$ cat src/ftoec_pkg.sv
// Package: register map, field layout and timing constants for the offset/event config block
package ftoec_pkg;
	// -----------------------------------------------------------------
	// Register indices (byte address = 4 x index)
	// -----------------------------------------------------------------
	localparam logic [7:0] IDX_UP_OFFSETS = 8'h3d;
	localparam logic [7:0] IDX_DN_OFFSETS = 8'h3e;
	localparam logic [7:0] IDX_EVT_RATES = 8'h3f;
	localparam logic [7:0] IDX_EVT_COUNTS = 8'h40;
	localparam logic [7:0] IDX_CTRL = 8'h50;
	localparam logic [7:0] IDX_STATUS = 8'h51;
	// -----------------------------------------------------------------
	// Reset values
	// -----------------------------------------------------------------
	localparam logic [15:0] RST_UP_OFFSETS = 16'h0000;
	localparam logic [15:0] RST_DN_OFFSETS = 16'h0000;
	localparam logic [15:0] RST_EVT_RATES = 16'h0000;
	localparam logic [15:0] RST_EVT_COUNTS = 16'h0000;
	localparam logic [15:0] RST_CTRL = 16'h0000;
	// -----------------------------------------------------------------
	// Field positions
	// -----------------------------------------------------------------
	localparam int RET_LSB = 8;
	localparam int FRONT_LSB = 0;
	localparam int DIFF_RATE_LSB = 12;
	localparam int DIFF_CNT_LSB = 7;
	localparam int TEMP_RATE_LSB = 1;
	localparam int MULT_BIT = 0;
	localparam int TEMP_CNT_LSB = 11;
	localparam int CTRL_POL_BIT = 0;
	localparam int CTRL_SEQ1_BIT = 1;
	localparam int CTRL_SEQ3_BIT = 2;
	localparam int CTRL_HALT_BIT = 3;
	// -----------------------------------------------------------------
	// Timing
	// -----------------------------------------------------------------
	localparam int CLK_HZ = 10000000;
	localparam int DIFF_STEP_MS = 500;
	localparam int TEMP_STEP_MS = 1000;
	localparam int DIFF_STEP_CYC = DIFF_STEP_MS * (CLK_HZ / 1000);
	localparam int TEMP_STEP_CYC = TEMP_STEP_MS * (CLK_HZ / 1000);
	localparam int MULT_SHIFT = 3;
	typedef enum logic [1:0] {ST_IDLE, ST_WAIT, ST_FIRE} ftoec_seq_e;
endpackage

$ cat src/ftoec_seq_if.sv
// Interface: settings and events between register bank and interval sequencer
`timescale 1ns/10ps
`default_nettype none
interface ftoec_seq_if;
	logic start;
	logic halt;
	logic temp_mode;
	logic [5:0] rate;
	logic [4:0] count;
	logic mult;
	logic fire;
	logic busy;
	modport bank (output start, halt, temp_mode, rate, count, mult, input fire, busy);
	modport seq (input start, halt, temp_mode, rate, count, mult, output fire, busy);
endinterface
`default_nettype wire

$ cat src/ftoec_seq.sv
// Interval sequencer: runs count+1 measurement slots spaced by a scaled interval
`timescale 1ns/10ps
`default_nettype none
module ftoec_seq #(
	parameter int DIFF_STEP = ftoec_pkg::DIFF_STEP_CYC,
	parameter int TEMP_STEP = ftoec_pkg::TEMP_STEP_CYC
) (
	input wire logic i_clk,
	input wire logic i_sys_rst,
	ftoec_seq_if.seq sif
);
	ftoec_pkg::ftoec_seq_e state_reg;
	logic [31:0] timer_reg;
	logic [5:0] left_reg;
	logic [31:0] interval;
	logic [31:0] step;

	// Interval = step x (1 + rate), divided by eight in fast mode
	always_comb begin
		step = sif.temp_mode ? 32'(TEMP_STEP) : 32'(DIFF_STEP);
		interval = step * (32'(sif.rate) + 32'h1);
		if (sif.mult) begin
			interval = interval >> ftoec_pkg::MULT_SHIFT;
		end
		if (interval == 32'h0) begin
			interval = 32'h1;
		end
	end

	always_ff @(posedge i_clk) begin
		if (i_sys_rst) begin
			state_reg <= ftoec_pkg::ST_IDLE;
			timer_reg <= 32'h0;
			left_reg <= 6'h0;
		end else if (sif.halt) begin
			state_reg <= ftoec_pkg::ST_IDLE;
		end else begin
			case (state_reg)
				ftoec_pkg::ST_IDLE: begin
					if (sif.start) begin
						// Count field plus one slots
						left_reg <= {1'b0, sif.count} + 6'h1;
						state_reg <= ftoec_pkg::ST_FIRE;
					end
				end
				ftoec_pkg::ST_FIRE: begin
					left_reg <= left_reg - 6'h1;
					timer_reg <= interval - 32'h1;
					state_reg <= (left_reg == 6'h1) ? ftoec_pkg::ST_IDLE : ftoec_pkg::ST_WAIT;
				end
				ftoec_pkg::ST_WAIT: begin
					if (timer_reg <= 32'h1) begin
						state_reg <= ftoec_pkg::ST_FIRE;
					end else begin
						timer_reg <= timer_reg - 32'h1;
					end
				end
				default: begin
					state_reg <= ftoec_pkg::ST_IDLE;
				end
			endcase
		end
	end

	assign sif.fire = (state_reg == ftoec_pkg::ST_FIRE) && !sif.halt;
	assign sif.busy = (state_reg != ftoec_pkg::ST_IDLE);

	AST_SLOTS_ONE_MORE: assert property (@(posedge i_clk) disable iff (i_sys_rst)
		(state_reg == ftoec_pkg::ST_IDLE && sif.start && !sif.halt)
		|=> (left_reg == {1'b0, $past(sif.count)} + 6'h1))
		else $error("slot count is not count plus one");
	AST_FIRE_SPACING: assert property (@(posedge i_clk) disable iff (i_sys_rst)
		(sif.fire && left_reg != 6'h1) |=> !sif.fire [*1])
		else $error("back to back slots");
endmodule
`default_nettype wire

$ cat src/ftoec_top.sv
// Top: offset and event-timing register bank with Avalon-MM slave and sequencer
//
// The Avalon-MM register port was chosen for this implementation.
`timescale 1ns/10ps
`default_nettype none
module ftoec_top #(
	parameter int DIFF_STEP = ftoec_pkg::DIFF_STEP_CYC,
	parameter int TEMP_STEP = ftoec_pkg::TEMP_STEP_CYC
) (
	input wire logic i_clk,
	input wire logic i_sys_rst,
	input wire logic [9:0] i_avs_address,
	input wire logic i_avs_read,
	input wire logic i_avs_write,
	input wire logic [31:0] i_avs_writedata,
	input wire logic [3:0] i_avs_byteenable,
	output logic [31:0] o_avs_readdata,
	output logic o_avs_waitrequest,
	input wire logic i_up_active,
	input wire logic i_early_edge,
	output logic signed [8:0] o_comparator_offset,
	output logic o_differential_flight_time_cmd,
	output logic o_temp_cycle_cmd,
	output logic o_seq_busy
);
	// -----------------------------------------------------------------
	// Registers
	// -----------------------------------------------------------------
	logic [15:0] up_offsets_reg;
	logic [15:0] dn_offsets_reg;
	logic [15:0] evt_rates_reg;
	logic [15:0] evt_counts_reg;
	logic [15:0] ctrl_reg;
	logic returned_reg;
	logic ack_reg;
	logic temp_mode_reg;
	logic [7:0] idx;
	logic wr_lo;
	logic wr_hi;
	logic wr_go;
	ftoec_seq_if sif();

	assign idx = i_avs_address[9:2];
	// Write lands on the edge that sees waitrequest low, never during the wait state
	assign wr_go = i_avs_write && ack_reg;
	assign wr_lo = wr_go && i_avs_byteenable[0];
	assign wr_hi = wr_go && i_avs_byteenable[1];
	// One wait state on every access
	assign o_avs_waitrequest = (i_avs_read || i_avs_write) && !ack_reg;

	always_ff @(posedge i_clk) begin
		if (i_sys_rst) begin
			ack_reg <= 1'b0;
		end else begin
			ack_reg <= (i_avs_read || i_avs_write) && !ack_reg;
		end
	end

	// Byte-lane writes; bit 7 of offset registers is reserved
	always_ff @(posedge i_clk) begin
		if (i_sys_rst) begin
			up_offsets_reg <= ftoec_pkg::RST_UP_OFFSETS;
			dn_offsets_reg <= ftoec_pkg::RST_DN_OFFSETS;
			evt_rates_reg <= ftoec_pkg::RST_EVT_RATES;
			evt_counts_reg <= ftoec_pkg::RST_EVT_COUNTS;
			ctrl_reg <= ftoec_pkg::RST_CTRL;
		end else begin
			ctrl_reg[ftoec_pkg::CTRL_SEQ3_BIT:ftoec_pkg::CTRL_SEQ1_BIT] <= 2'h0;
			ctrl_reg[ftoec_pkg::CTRL_HALT_BIT] <= 1'b0;
			case (idx)
				ftoec_pkg::IDX_UP_OFFSETS: begin
					if (wr_lo) up_offsets_reg[7:0] <= {1'b0, i_avs_writedata[6:0]};
					if (wr_hi) up_offsets_reg[15:8] <= i_avs_writedata[15:8];
				end
				ftoec_pkg::IDX_DN_OFFSETS: begin
					if (wr_lo) dn_offsets_reg[7:0] <= {1'b0, i_avs_writedata[6:0]};
					if (wr_hi) dn_offsets_reg[15:8] <= i_avs_writedata[15:8];
				end
				ftoec_pkg::IDX_EVT_RATES: begin
					if (wr_lo) evt_rates_reg[7:0] <= i_avs_writedata[7:0];
					if (wr_hi) evt_rates_reg[15:8] <= i_avs_writedata[15:8];
				end
				ftoec_pkg::IDX_EVT_COUNTS: begin
					if (wr_lo) evt_counts_reg[7:0] <= i_avs_writedata[7:0];
					if (wr_hi) evt_counts_reg[15:8] <= i_avs_writedata[15:8];
				end
				ftoec_pkg::IDX_CTRL: begin
					if (wr_lo) ctrl_reg[3:0] <= i_avs_writedata[3:0];
				end
				default: begin
				end
			endcase
		end
	end

	// Readback; unmapped indices read zero
	always_ff @(posedge i_clk) begin
		if (i_sys_rst) begin
			o_avs_readdata <= 32'h0;
		end else if (i_avs_read && !ack_reg) begin
			case (idx)
				ftoec_pkg::IDX_UP_OFFSETS: o_avs_readdata <= {16'h0, up_offsets_reg};
				ftoec_pkg::IDX_DN_OFFSETS: o_avs_readdata <= {16'h0, dn_offsets_reg};
				ftoec_pkg::IDX_EVT_RATES: o_avs_readdata <= {16'h0, evt_rates_reg};
				ftoec_pkg::IDX_EVT_COUNTS: o_avs_readdata <= {16'h0, evt_counts_reg};
				ftoec_pkg::IDX_CTRL: o_avs_readdata <= {31'h0, ctrl_reg[ftoec_pkg::CTRL_POL_BIT]};
				ftoec_pkg::IDX_STATUS: o_avs_readdata <= {30'h0, returned_reg, sif.busy};
				default: o_avs_readdata <= 32'h0;
			endcase
		end
	end

	// -----------------------------------------------------------------
	// Comparator offset selection
	// -----------------------------------------------------------------
	// Cleared only once the sequencer is idle with no command out, so each sequence starts on front offset
	always_ff @(posedge i_clk) begin
		if (i_sys_rst) begin
			returned_reg <= 1'b0;
		end else if (i_early_edge) begin
			returned_reg <= 1'b1;
		end else if (!o_differential_flight_time_cmd && !o_temp_cycle_cmd && !sif.busy) begin
			returned_reg <= 1'b0;
		end
	end

	logic [7:0] ret_byte;
	logic [6:0] front_mag;
	always_comb begin
		ret_byte = i_up_active ? up_offsets_reg[15:ftoec_pkg::RET_LSB]
			: dn_offsets_reg[15:ftoec_pkg::RET_LSB];
		front_mag = i_up_active ? up_offsets_reg[6:ftoec_pkg::FRONT_LSB]
			: dn_offsets_reg[6:ftoec_pkg::FRONT_LSB];
	end

	always_ff @(posedge i_clk) begin
		if (i_sys_rst) begin
			o_comparator_offset <= 9'sh000;
		end else if (returned_reg || i_early_edge) begin
			o_comparator_offset <= 9'($signed({ret_byte[7], ret_byte}));
		end else if (ctrl_reg[ftoec_pkg::CTRL_POL_BIT]) begin
			o_comparator_offset <= -$signed({2'b00, front_mag});
		end else begin
			o_comparator_offset <= $signed({2'b00, front_mag});
		end
	end

	// -----------------------------------------------------------------
	// Event sequencing
	// -----------------------------------------------------------------
	always_ff @(posedge i_clk) begin
		if (i_sys_rst) begin
			temp_mode_reg <= 1'b0;
		end else if (ctrl_reg[ftoec_pkg::CTRL_SEQ3_BIT] && !sif.busy) begin
			temp_mode_reg <= 1'b1;
		end else if (ctrl_reg[ftoec_pkg::CTRL_SEQ1_BIT] && !sif.busy) begin
			temp_mode_reg <= 1'b0;
		end
	end

	assign sif.start = (ctrl_reg[ftoec_pkg::CTRL_SEQ1_BIT] || ctrl_reg[ftoec_pkg::CTRL_SEQ3_BIT])
		&& !sif.busy;
	assign sif.halt = ctrl_reg[ftoec_pkg::CTRL_HALT_BIT];
	assign sif.temp_mode = ctrl_reg[ftoec_pkg::CTRL_SEQ3_BIT] ? 1'b1
		: (ctrl_reg[ftoec_pkg::CTRL_SEQ1_BIT] ? 1'b0 : temp_mode_reg);
	assign sif.rate = sif.temp_mode ? evt_rates_reg[6:ftoec_pkg::TEMP_RATE_LSB]
		: {2'b00, evt_rates_reg[15:ftoec_pkg::DIFF_RATE_LSB]};
	assign sif.count = sif.temp_mode ? evt_counts_reg[15:ftoec_pkg::TEMP_CNT_LSB]
		: evt_rates_reg[11:ftoec_pkg::DIFF_CNT_LSB];
	assign sif.mult = evt_rates_reg[ftoec_pkg::MULT_BIT];

	ftoec_seq #(
		.DIFF_STEP(DIFF_STEP),
		.TEMP_STEP(TEMP_STEP)
	) u_seq (
		.i_clk(i_clk),
		.i_sys_rst(i_sys_rst),
		.sif(sif)
	);

	always_ff @(posedge i_clk) begin
		if (i_sys_rst) begin
			o_differential_flight_time_cmd <= 1'b0;
			o_temp_cycle_cmd <= 1'b0;
			o_seq_busy <= 1'b0;
		end else begin
			o_differential_flight_time_cmd <= sif.fire && !temp_mode_reg;
			o_temp_cycle_cmd <= sif.fire && temp_mode_reg;
			o_seq_busy <= sif.busy;
		end
	end

	AST_RETURN_AFTER_EDGE: assert property (@(posedge i_clk) disable iff (i_sys_rst)
		i_early_edge |=> o_comparator_offset == $signed({$past(ret_byte[7]), $past(ret_byte)}))
		else $error("return offset not applied after early edge");
	AST_FRONT_SIGN: assert property (@(posedge i_clk) disable iff (i_sys_rst)
		(!returned_reg && !i_early_edge && ctrl_reg[ftoec_pkg::CTRL_POL_BIT] && front_mag != 7'h0)
		|=> o_comparator_offset < 0)
		else $error("falling edge front offset not negative");
	AST_RESERVED_ZERO: assert property (@(posedge i_clk) disable iff (i_sys_rst)
		!up_offsets_reg[7] && !dn_offsets_reg[7])
		else $error("reserved offset bit set");
	AST_RET_RANGE: assert property (@(posedge i_clk) disable iff (i_sys_rst)
		(returned_reg && ret_byte == 8'h80) |=> o_comparator_offset == -9'sd128)
		else $error("return offset decode wrong");
	AST_WAIT_ONE: assert property (@(posedge i_clk) disable iff (i_sys_rst)
		(i_avs_read && !ack_reg) |=> !o_avs_waitrequest || !i_avs_read)
		else $error("read not answered in one wait state");
endmodule
`default_nettype wire

$ cat config.mk
export PLATFORM = sky130hd
export DESIGN_NAME = ftoec_top
export DESIGN_NICKNAME = d
export VERILOG_FILES = /design/src/ftoec_pkg.sv /design/src/ftoec_seq_if.sv /design/src/ftoec_seq.sv /design/src/ftoec_top.sv
export SDC_FILE = /design/constraint.sdc
export NUM_CORES = 1
export LEC_CHECK = 0
export BUFFER_PORTS_ARGS = -buffer_cell sky130_fd_sc_hd__buf_2
export CORE_AREA = 10 10 190 192
export CTS_BUF_LIST = sky130_fd_sc_hd__clkbuf_2 sky130_fd_sc_hd__clkbuf_4 sky130_fd_sc_hd__clkbuf_8
export CTS_CLUSTER_SIZE = 40
export DETAILED_ROUTE_END_ITERATION = 7
export DIE_AREA = 0 0 200 202
export GPL_TIMING_DRIVEN = 0
export PLACE_DENSITY = 0.6
export SLEW_MARGIN = 0
export SYNTH_ARGS = -nofsm -noshare
export SYNTH_HDL_FRONTEND = slang
export SYNTH_SLANG_ARGS = --single-unit
$ cat constraint.sdc
create_clock -name i_clk -period 7.2 [get_ports i_clk]
set_input_delay 2.16 -clock i_clk [delete_from_list [all_inputs] [get_ports i_clk]]
set_output_delay 2.16 -clock i_clk [all_outputs]
set_load 0.03 [all_outputs]
==> flow_summary.toml, run 1 <==
[grt]
first_global_vias = 10500
grt_start_max_net_pins = 17
grt_first_pass_wirelength_mm = 56.1
grt_use_total = 0.172
initial_antenna_violation_count = 0
overflow = 0

[timing]
max_clock_freq_ghz = 0.137
period_share = 1.01
post-route-worst-setup-slack_ns = -0.0903
period_minus_slack_ns = 7.29
final_hold_viol_count = 0
finalClockSkew_ns = 0.0177
maxSlewViolCount = 0
setup-violations-final = 4
slew_headroom = 0.0480
tightest_slew_ns = 1.42
tns_ns = -0.249
rsz0062_at_grt = "yes"

[synth]
async_reset_ff_frac = 0
synth.yosys.warnings = 0
dominantRegCellSynth = "dfxtp_1"
yosysTopAreaCellShare = 0.247
synth.yosys.seq_area_share = 0.247
netlist_instances = 1386
synth_top_cell_by_area = "dfxtp_1"
synth.cell_area_sq_um = 11100
synthesis.area_per_instance_sq_um = 8.02
synthTopCellsByArea = "dfxtp_1, mux2i_1, ha_1"
synth_enable_flop_cells = 0
synth_seq_cells = 137
synth_cell_types = 94

[power]
cellLeakagePower_nw = 5.62
worst_ir_drop_vdd_v = 0.000107
power-per-cell-area_nw_per_um2 = 128

[cells_and_area]
fin_nets = 1696
fin_cells = 1992
final_design_area_no_fill_sq_um = 13500
num-fill-cells = 3235
largest_register_ff_count = 32
drive_above_1_share = 0.199
antenna_cells_inserted = 0
layout-area-overhead-vs-synth_pct = 21.4

[worst_setup_path]
endpoint_kind = "register"
required_time_at_the_endpoint_of_the_critical_path_ns = 7.55
crit_fanout = 5
cp_launch_type = "register"
worst-r2r-setup-slack_ns = -0.09
setup.worst_path.class = "register to register"
cp.arrival_ns = 7.64
timing.critical_path.slowest_stage_cell = "fa_2"
worst_path_largest_cell_delay_ns = 0.56

[hold_path]
holdCritPathClass = "register to register"

[cts]
cts_inserted_buffers = 17
clockRootBuffer = "clkbuf_8"
clk_path_buf_depth = 2
clkSlewWorstSetupHoldPaths_ns = 0.08
number_of_levels_in_the_clock_h_tree = 4
clock_net_sink_count = 137
tritoncts = "done"
clkLatencyLatePin_ns = 0.46

[route]
ant_nets = 0
viasPerCell = 5.39
drt_pre_antenna_iters = 7
routed_wl_mm = 35.7
route.vias.total = 10700
dr.first_iter.drc_count = 1044
average_wire_length_per_cell_after_detail_routing_um = 17.9
drc = 0

[floorplan]
design.portCount = 97
vertical_die_dimension_um = 202
fp.coreArea_sq_um = 32300
start_util = 0.344
die_area_sq_um = 40400
floorplan.die.width_um = 200
row_count = 66

[run]
timing.max_cap.violations = 0

[status]
violations_in_the_final_reports = "negative setup slack"
status = "finished, violations left"

[place]
gp_congestion = 0.891
detailed_place.area_sq_um = 12100
dpl.cell_count = 1914
detailed_place_hpwl_mm = 27.5
port-buffer-count = 58
post-place-ws_ns = -1.00
[kinds of logic after synthesis]
family / after synthesis / synth area share
AOI/OAI and AO/OA: 338 / 0.204
muxes: 94 / 0.0852
buffers and inverters: 183 / 0.0751
DFF: 137 / 0.247
adders and majority gates: 106 / 0.146
other: 2 / 0.000676
xor gates and xnor gates: 41 / 0.0323
and+or+nand+nor: 485 / 0.209
[final cells by class]
cell class / count / area (sq um) / area share
Inverter: 86 / 325 / 0.0241
Timing Repair Buffer: 109 / 699 / 0.0518
Clock inverter: 13 / 183 / 0.0135
Clock buffer: 18 / 248 / 0.0184
Sequential cell: 137 / 2750 / 0.204
Buffer: 93 / 510 / 0.0378
Multi-Input combinational cell: 1094 / 8220 / 0.610
Tap cell: 442 / 553 / 0.0410
[cells in the mapped netlist, drive strengths merged (8+ instances only)]
| library cell | n |
|---|---|
| or4 | 8 |
| o21a | 8 |
| a31oi | 13 |
| nand3 | 28 |
| nor2b | 8 |
| mux2i | 89 |
| and2 | 16 |
| or3 | 13 |
| o21ai | 65 |
| nand4 | 13 |
| a21oi | 119 |
| xor2 | 13 |
| nand2 | 100 |
| buf | 32 |
| o211ai | 10 |
| clkbuf | 64 |
| nor2 | 187 |
| nor4 | 14 |
| and3 | 10 |
| a22oi | 9 |
| or2 | 15 |
| dfxtp | 137 |
| a211oi | 18 |
| a222oi | 14 |
| nand2b | 11 |
| fa | 40 |
| inv | 86 |
| nor3 | 43 |
| a21o | 8 |
| xnor2 | 28 |
| ha | 66 |
[what timing repair did]
item,4_1_cts,5_1_grt
setup buffers,19,32
resized for setup,41,83
hold buffers,0,0
setup endpoints to repair,32,32
pin swaps,29,62
gates cloned,0,1
[cells in the final DEF (no fill, tap or decap), drive strengths merged, types with 6 or more instances in the layout]
cell,n
a211oi,18
a21boi,6
a21o,8
a21oi,119
a221oi,7
a222oi,14
a22oi,9
a311oi,6
a31oi,13
and2,16
and3,10
and4,7
buf,141
clkbuf,78
conb,30
dfxtp,137
fa,40
ha,66
inv,93
mux2i,89
nand2,100
nand2b,11
nand3,28
nand4,13
nor2,187
nor2b,8
nor3,43
nor4,14
o211ai,10
o21a,8
o21ai,65
o221ai,6
o22ai,7
or2,15
or3,13
or4,8
xnor2,28
xor2,13
[through the flow]
| stage | power, mW | hold WS [ns] | util |
|---|---|---|---|
| floorplan | 0.936 | 0.421 | - |
| global placement | 0.997 | 0.467 | 0.376 |
| detailed placement | 0.999 | 0.477 | 0.376 |
| CTS | 1.71 | 0.499 | 0.399 |
| global route | 1.79 | 0.523 | 0.418 |
| finish | 1.73 | 0.493 | 0.418 |
[routing by layer]
| metal | global-route usage | wire length [um] |
|---|---|---|
| met5 | 0 | 0 |
| met4 | 0.0408 | 499 |
| met3 | 0.0302 | 2280 |
| met2 | 0.281 | 17000 |
| met1 | 0.228 | 16000 |
[worst max-delay path, delay by kind of cell, from the launching register on]
family                     cells  cell delay, ns
adders and majority gates      5            2.31
AOI/OAI and AO/OA              9            2.12
and+or+nand+nor                8            1.92
buffers and inverters          5            0.41
DFF                            1            0.32
xor gates and xnor gates       1            0.10
[worst paths after layout]
| path | from | end | depth (start not counted) |
|---|---|---|---|
| worst max register to register | temp_mode_reg | u_seq.timer_reg[24] | 28 |
| worst max-delay path | temp_mode_reg | u_seq.timer_reg[24] | 28 |
| worst min register to register | o_avs_readdata[10] | o_avs_readdata[10] | 2 |
| worst min-delay path | o_avs_readdata[10] | o_avs_readdata[10] | 2 |
[power by group]
part | total (mW) | switching (mW) | internal [mW] | leakage (nW)
clock | 0.707 | 0.346 | 0.362 | 0.213
sequential | 0.761 | 0.00174 | 0.760 | 1.11
combinational | 0.257 | 0.162 | 0.0952 | 4.30
Power figures use the tool's default switching activity.
==> run 2, diff against run 1 <==
Settings changed: CORE_AREA 10 10 190 192 to 10 10 191 193, DIE_AREA 0 0 200 202 to 0 0 201 203, SYNTH_HIERARCHICAL set to 1.
==> run 2 against run 1 <==
Effect of this change: the flow now finishes without violations; non-clock buffer count is 32 lower; final cell count fell by 1.7%; routed wire length shrank 1.1%; clock-buffer cell count decreased by 1; sequential cell count unchanged; first-iteration DRC count is 5.7% higher; global-route usage is 0.41 points lower; synthesized area is 1.6% higher; sequential share of layout area increased by 0.32 points; critical path type unchanged.
==> flow_summary.toml, run 2 <==
[worst_setup_path]
worstSetupStartpoint = "ctrl_reg[1]"
endpoint_kind = "register"
worst_path_largest_cell_delay_ns = 0.53
critPathBufInv = 3
cp.arrival_ns = 7.33
cp_launch_type = "register"
timing.critical_path.slowest_stage_cell = "fa_1"
crit_path_frequent_cell = "fa_1"
timing.rr.start = "ctrl_reg[1]"
timing.reg2reg.worst_path_depth = 23
crit_family = "compound AO/OA/AOI/OAI gates"
setup.worst_path.end = "u_seq/timer_reg[30]"
path_cells = "inv_1, a21oi_4, buf_8, mux2_4, ha_4, xor2_4, and2_4, fa_1, fa_1, fa_1, fa_1, ha_2, o211ai_1, o211ai_1, a21oi_2, o32a_1, a221o_1, a21boi_1, a211oi_2, buf_4, a211oi_4, a2111o_1, a21oi_1"
critical_path_depth = 23
required_time_at_the_endpoint_of_the_critical_path_ns = 7.59
worst-r2r-setup-slack_ns = 0.26
crit_fanout = 7
reg_to_reg_end = "u_seq/timer_reg[30]"
setup.worst_path.class = "register to register"

[place]
dpl.cell_count = 1900
detailed_place_hpwl_mm = 27.5
post-place-ws_ns = -1.15
gp_congestion = 0.931
port-buffer-count = 57

[cells_and_area]
fin_cells = 1958
fin_nets = 1661
mostFrequentLayoutCells = "nor2_1, dfxtp_1, nand2_1"
layout-area-overhead-vs-synth_pct = 17.4
drive_above_1_share = 0.176
largest_register_ff_count = 32
antenna_cells_inserted = 0
final_common_cell = "nor2_1"

[route]
route.vias.total = 10700
routed_wl_mm = 35.3
drt_pre_antenna_iters = 6
dr.first_iter.drc_count = 1104
drc = 0
viasPerCell = 5.48
ant_nets = 0
average_wire_length_per_cell_after_detail_routing_um = 18.0

[power]
worst_ir_drop_vdd_v = 0.000125
cellLeakagePower_nw = 5.39
power-per-cell-area_nw_per_um2 = 200

[floorplan]
start_util = 0.348
row_count = 66
vertical_die_dimension_um = 203
die_area_sq_um = 40800
floorplan.die.width_um = 201
fp.coreArea_sq_um = 32500
design.portCount = 97

[timing]
maxSlewViolCount = 0
setup-violations-final = 0
tightest_slew_ns = 0.848
period_share = 0.964
post-route-worst-setup-slack_ns = 0.262
slew_headroom = 0.431
max_clock_freq_ghz = 0.144
period_minus_slack_ns = 6.94
finalClockSkew_ns = 0.0314
final_hold_viol_count = 0

[synth]
synthTopCellsByArea = "dfxtp_1, ha_1, fa_1"
synth_cell_types = 91
largest_family_of_logic_cells_by_synthesized_area = "simple AND/OR/NAND/NOR gates"
yosys-mux-area-fraction = 0.0949
yosysMostFrequentCell = "nor2_1"
yosysTopAreaCellShare = 0.243
synthesis.area_per_instance_sq_um = 8.21
synthTopCellsByCount = "nor2_1, dfxtp_1, nand2_1"
synth_enable_flop_cells = 0
yosys.area_share.adder = 0.144
synth_compound_gate_area_share = 0.212
synth_simple_gate_area_frac = 0.213
async_reset_ff_frac = 0
synth_seq_cells = 137
synth.yosys.seq_area_share = 0.243
post_synth_xor_area_fraction = 0.0256
dominantRegCellSynth = "dfxtp_1"
synth.cell_area_sq_um = 11300
synth.yosys.warnings = 6
synth_top_cell_by_area = "dfxtp_1"
netlist_instances = 1375

[cts]
cts_inserted_buffers = 17
number_of_levels_in_the_clock_h_tree = 4
clock_net_sink_count = 137
clkSlewWorstSetupHoldPaths_ns = 0.10
clk_path_buf_depth = 2
clkLatencyLatePin_ns = 0.49
tritoncts = "done"
clockRootBuffer = "clkbuf_8"
hold_buffers = 0

[grt]
grt_first_pass_wirelength_mm = 56.1
grt_use_total = 0.168
groute.layer.met3.usage = 0.0272
initial_antenna_violation_count = 0
grt.met1_usage = 0.220
first_global_vias = 10500
grt_start_max_net_pins = 17
global_route.usage.met2 = 0.277
overflow = 0
gr-max-usage-layer = "met2"

[hold_path]
holdCritPathClass = "register to register"

[status]
status = "complete, no violations"

[run]
timing.max_cap.violations = 0
-- run 2: cell count changes after synthesis, moves of 11 or more --
cell / change
mux2_2: +21
nor2_1: -45
a21oi_1: -14
xnor2_1: -11
nand2_1: +13
clkbuf_1: -13
-- run 2: how the worst min path moves through the flow --
stage	end	slack, ns	from	cells past startpoint
finish	o_avs_readdata[6]	0.45	o_avs_readdata[6]	2
global route	o_avs_readdata[11]	0.47	o_avs_readdata[11]	2
CTS	o_avs_readdata[6]	0.45	o_avs_readdata[6]	2
detailed placement	o_avs_readdata[6]	0.44	o_avs_readdata[6]	2
global placement	o_avs_readdata[7]	0.43	o_avs_readdata[7]	2
floorplan	o_differential_flight_time_cmd	0.43	temp_mode_reg	1
-- run 2: metrics by stage --
step	hold WS (ns)	TNS (ns)	power, mW	util	instance area (sq um)
4_1_cts	0.452	0	2.64	0.398	12900
2_1_floorplan	0.429	0	1.67	-	11400
3_3_place_gp	0.435	-26.69	1.94	0.377	12200
5_1_grt	0.471	-0.0602	2.83	0.409	13300
3_5_place_dp	0.438	-29.52	1.96	0.377	12200
6_report	0.452	0	2.66	0.409	13300
-- run 2: timing repair --
action | in CTS | in global routing
buffers inserted | 15 | 12
gates resized for setup | 37 | 54
cloned | 0 | 1
pin swaps | 13 | 18
endpoints found under the setup margin | 31 | 31
-- run 2: cell type report --
cell class	count	area [sq um]
multi-input combinational	1089	8280
buffer	85	445
inverter	88	330
sequential	137	2740
clock inverter	15	176
timing repair buffer	85	493
tap	442	553
clock buffer	17	234
fill	3322	19200
-- run 2: where the power goes --
group / internal, mW / switching, mW / leakage (nW) / total [mW]
logic: 0.347 / 0.762 / 4.07 / 1.11
clock network: 0.297 / 0.377 / 0.213 / 0.674
registers: 0.813 / 0.0620 / 1.11 / 0.875
total: 1.46 / 1.20 / 5.39 / 2.66
-- run 2: kinds of logic after synthesis --
kind of cell / Yosys count
DFF: 137
and+or+nand+nor: 460
adders and majority gates: 106
xor gates and xnor gates: 33
muxes: 104
buffers and inverters: 175
AOI/OAI and AO/OA: 357
other: 3
-- run 2: layer usage --
layer | vias up | wire length, um
met5 | - | 0
met4 | 0 | 601
met3 | 47 | 2150
met2 | 324 | 16500
met1 | 5183 | 16100
li1 | 5173 | -
-- run 2: worst reg2reg max path, cell delays in order, from the launching register on --
cell      delay (ns)
dfxtp_1         0.33
inv_1           0.07
a21oi_4         0.19
buf_8           0.17
mux2_4          0.34
ha_4            0.20
xor2_4          0.19
and2_4          0.18
fa_1            0.53
fa_1            0.45
fa_1            0.49
fa_1            0.41
ha_2            0.42
o211ai_1        0.15
o211ai_1        0.44
a21oi_2         0.16
o32a_1          0.39
a221o_1         0.32
a21boi_1        0.17
a211oi_2        0.34
buf_4           0.20
a211oi_4        0.08
a2111o_1        0.50
a21oi_1         0.16
==> run 3, diff against run 2 <==
Settings changed: RECOVER_POWER set to 25.
==> run 3 against run 2 <==
Effect of this change: the flow now finishes with violations (design-rule violations); utilization shrank 0.14 points; sequential power is essentially flat; combinational power about the same; via count is essentially flat; sequential share of layout area grew 0.073 points; register-to-register slack hardly changed; maximum frequency is 0.15% lower; critical path type unchanged; largest cell class unchanged.
==> flow_summary.toml, run 3 (synthesis gave the netlist of run 2 again) <==
[status]
status = "finished, violations left"
violations_in_the_final_reports = "design-rule violations"

[cells_and_area]
num-fill-cells = 3348
drive_above_1_share = 0.156
multi_input_area_sq_um = 8280
mostFrequentLayoutCells = "nor2_1, dfxtp_1, nand2_1"
fin_nets = 1661
final_design_area_no_fill_sq_um = 13200
largest_register_ff_count = 32
layout-area-overhead-vs-synth_pct = 17.0
area_taken_by_flip_flops_and_latches_sq_um = 2740
antenna_cells_inserted = 0
final_common_cell = "nor2_1"

[floorplan]
start_util = 0.348
vertical_die_dimension_um = 203
design.portCount = 97
floorplan.die.width_um = 201
die_area_sq_um = 40800
fp.coreArea_sq_um = 32500
row_count = 66

[place]
post-place-ws_ns = -1.15
detailed_place.area_sq_um = 12200
port-buffer-count = 57
detailed_place_hpwl_mm = 27.5
gp_congestion = 0.931

[worst_setup_path]
timing.reg2reg.worst_path_depth = 23
required_time_at_the_endpoint_of_the_critical_path_ns = 7.59
cp_launch_type = "register"
crit_fanout = 7
setup.worst_path.class = "register to register"
cp.arrival_ns = 7.34
endpoint_kind = "register"

[hold_path]
holdCritPathClass = "register to register"
min_delay_path_depth = 2

[route]
met1Wirelength_mm = 16.0
route.vias.total = 10700
ant_nets = 0
dr.max_layer_used = "met4"
dr.first_iter.drc_count = 1044
routed_wl_mm = 35.4
drc = 1
met2WireLength_mm = 16.4
average_wire_length_per_cell_after_detail_routing_um = 18.1
met3_wirelength_mm = 2.30
viasPerCell = 5.48
drt_pre_antenna_iters = 8

[cts]
clkSlewWorstSetupHoldPaths_ns = 0.09
clockRootBuffer = "clkbuf_8"
number_of_levels_in_the_clock_h_tree = 4
cts_inserted_buffers = 17
tritoncts = "done"
clk_path_buf_depth = 2
clkLatencyLatePin_ns = 0.48
clock_net_sink_count = 137
hold_buffers = 0

[grt]
first_global_vias = 10500
overflow = 0
grt_use_total = 0.168
grt_first_pass_wirelength_mm = 56.1
grt_start_max_net_pins = 17
initial_antenna_violation_count = 0

[timing]
slew_headroom = 0.407
maxSlewViolCount = 0
period_share = 0.965
setup-violations-final = 0
finalClockSkew_ns = 0.0277
max_clock_freq_ghz = 0.144
final_hold_viol_count = 0
period_minus_slack_ns = 6.95
post-route-worst-setup-slack_ns = 0.252
tightest_slew_ns = 0.889

[power]
worst_ir_drop_vdd_v = 0.000127
power-per-cell-area_nw_per_um2 = 201
cellLeakagePower_nw = 5.26

[run]
timing.max_cap.violations = 0
## run 3: cell count changes in the layout (fill, tap and decap cells not counted)
cell      change
clkbuf_1     +31
o221ai_2      -1
o221ai_1      +1
buf_1         -1
buf_4         -1
buf_2        -29
## run 3: area by class of cell
cell class                 count  area share
timing repair buffer          85      0.0348
multi-input combinational   1089       0.626
tap                          442      0.0419
clock inverter                15      0.0134
inverter                      88      0.0250
buffer                        85      0.0332
sequential                   137       0.208
clock buffer                  17      0.0177
## run 3: worst paths after layout
kind | slack [ns] | to | startpoint
worst min register to register | 0.45 | o_avs_readdata[9] | o_avs_readdata[9]
worst max-delay path | 0.25 | u_seq/timer_reg[30] | ctrl_reg[1]
worst min-delay path | 0.45 | o_avs_readdata[9] | o_avs_readdata[9]
worst max register to register | 0.25 | u_seq/timer_reg[30] | ctrl_reg[1]
## run 3: layer usage
metal	vias to the layer above	GRT usage
li1	5171	-
met3	52	0.0272
met4	0	0.0479
met2	348	0.277
met1	5166	0.220
met5	-	0
## run 3: power by group
group / leakage [nW] / total [mW] / switching, mW / internal (mW)
Combinational: 3.95 / 1.11 / 0.765 / 0.346
Clock: 0.213 / 0.674 / 0.377 / 0.297
Sequential: 1.11 / 0.876 / 0.0624 / 0.813
## run 3: critical path: stages, from the launching register on
cell and delay (ns):
dfxtp_1 0.33, inv_1 0.07, a21oi_4 0.19, buf_8 0.17
mux2_4 0.33, ha_4 0.20, xor2_4 0.19, and2_4 0.18
fa_1 0.53, fa_1 0.45, fa_1 0.49, fa_1 0.41
ha_2 0.42, o211ai_1 0.15, o211ai_1 0.44, a21oi_2 0.16
o32a_1 0.39, a221o_1 0.32, a21boi_1 0.17, a211oi_2 0.34
buf_4 0.20, a211oi_4 0.07, a2111o_1 0.50, a21oi_1 0.16
## run 3: metrics by stage
| stage | TNS, ns | total power [mW] | hold slack [ns] | std cells | utilization |
|---|---|---|---|---|---|
| global placement | -26.69 | 1.94 | 0.435 | 1900 | 0.377 |
| CTS | 0 | 2.64 | 0.452 | 1947 | 0.398 |
| detailed placement | -29.52 | 1.96 | 0.438 | 1900 | 0.377 |
| finish | 0 | 2.66 | 0.454 | 1958 | 0.407 |
| floorplan | 0 | 1.67 | 0.429 | 1401 | - |
| global route | -0.0602 | 2.83 | 0.471 | 1958 | 0.407 |
## run 3: what timing repair did
item | CTS | global route
setup endpoints to repair | 31 | 31
pin swaps | 13 | 18
resized for setup | 37 | 54
buffers inserted | 15 | 12
gates cloned | 0 | 1
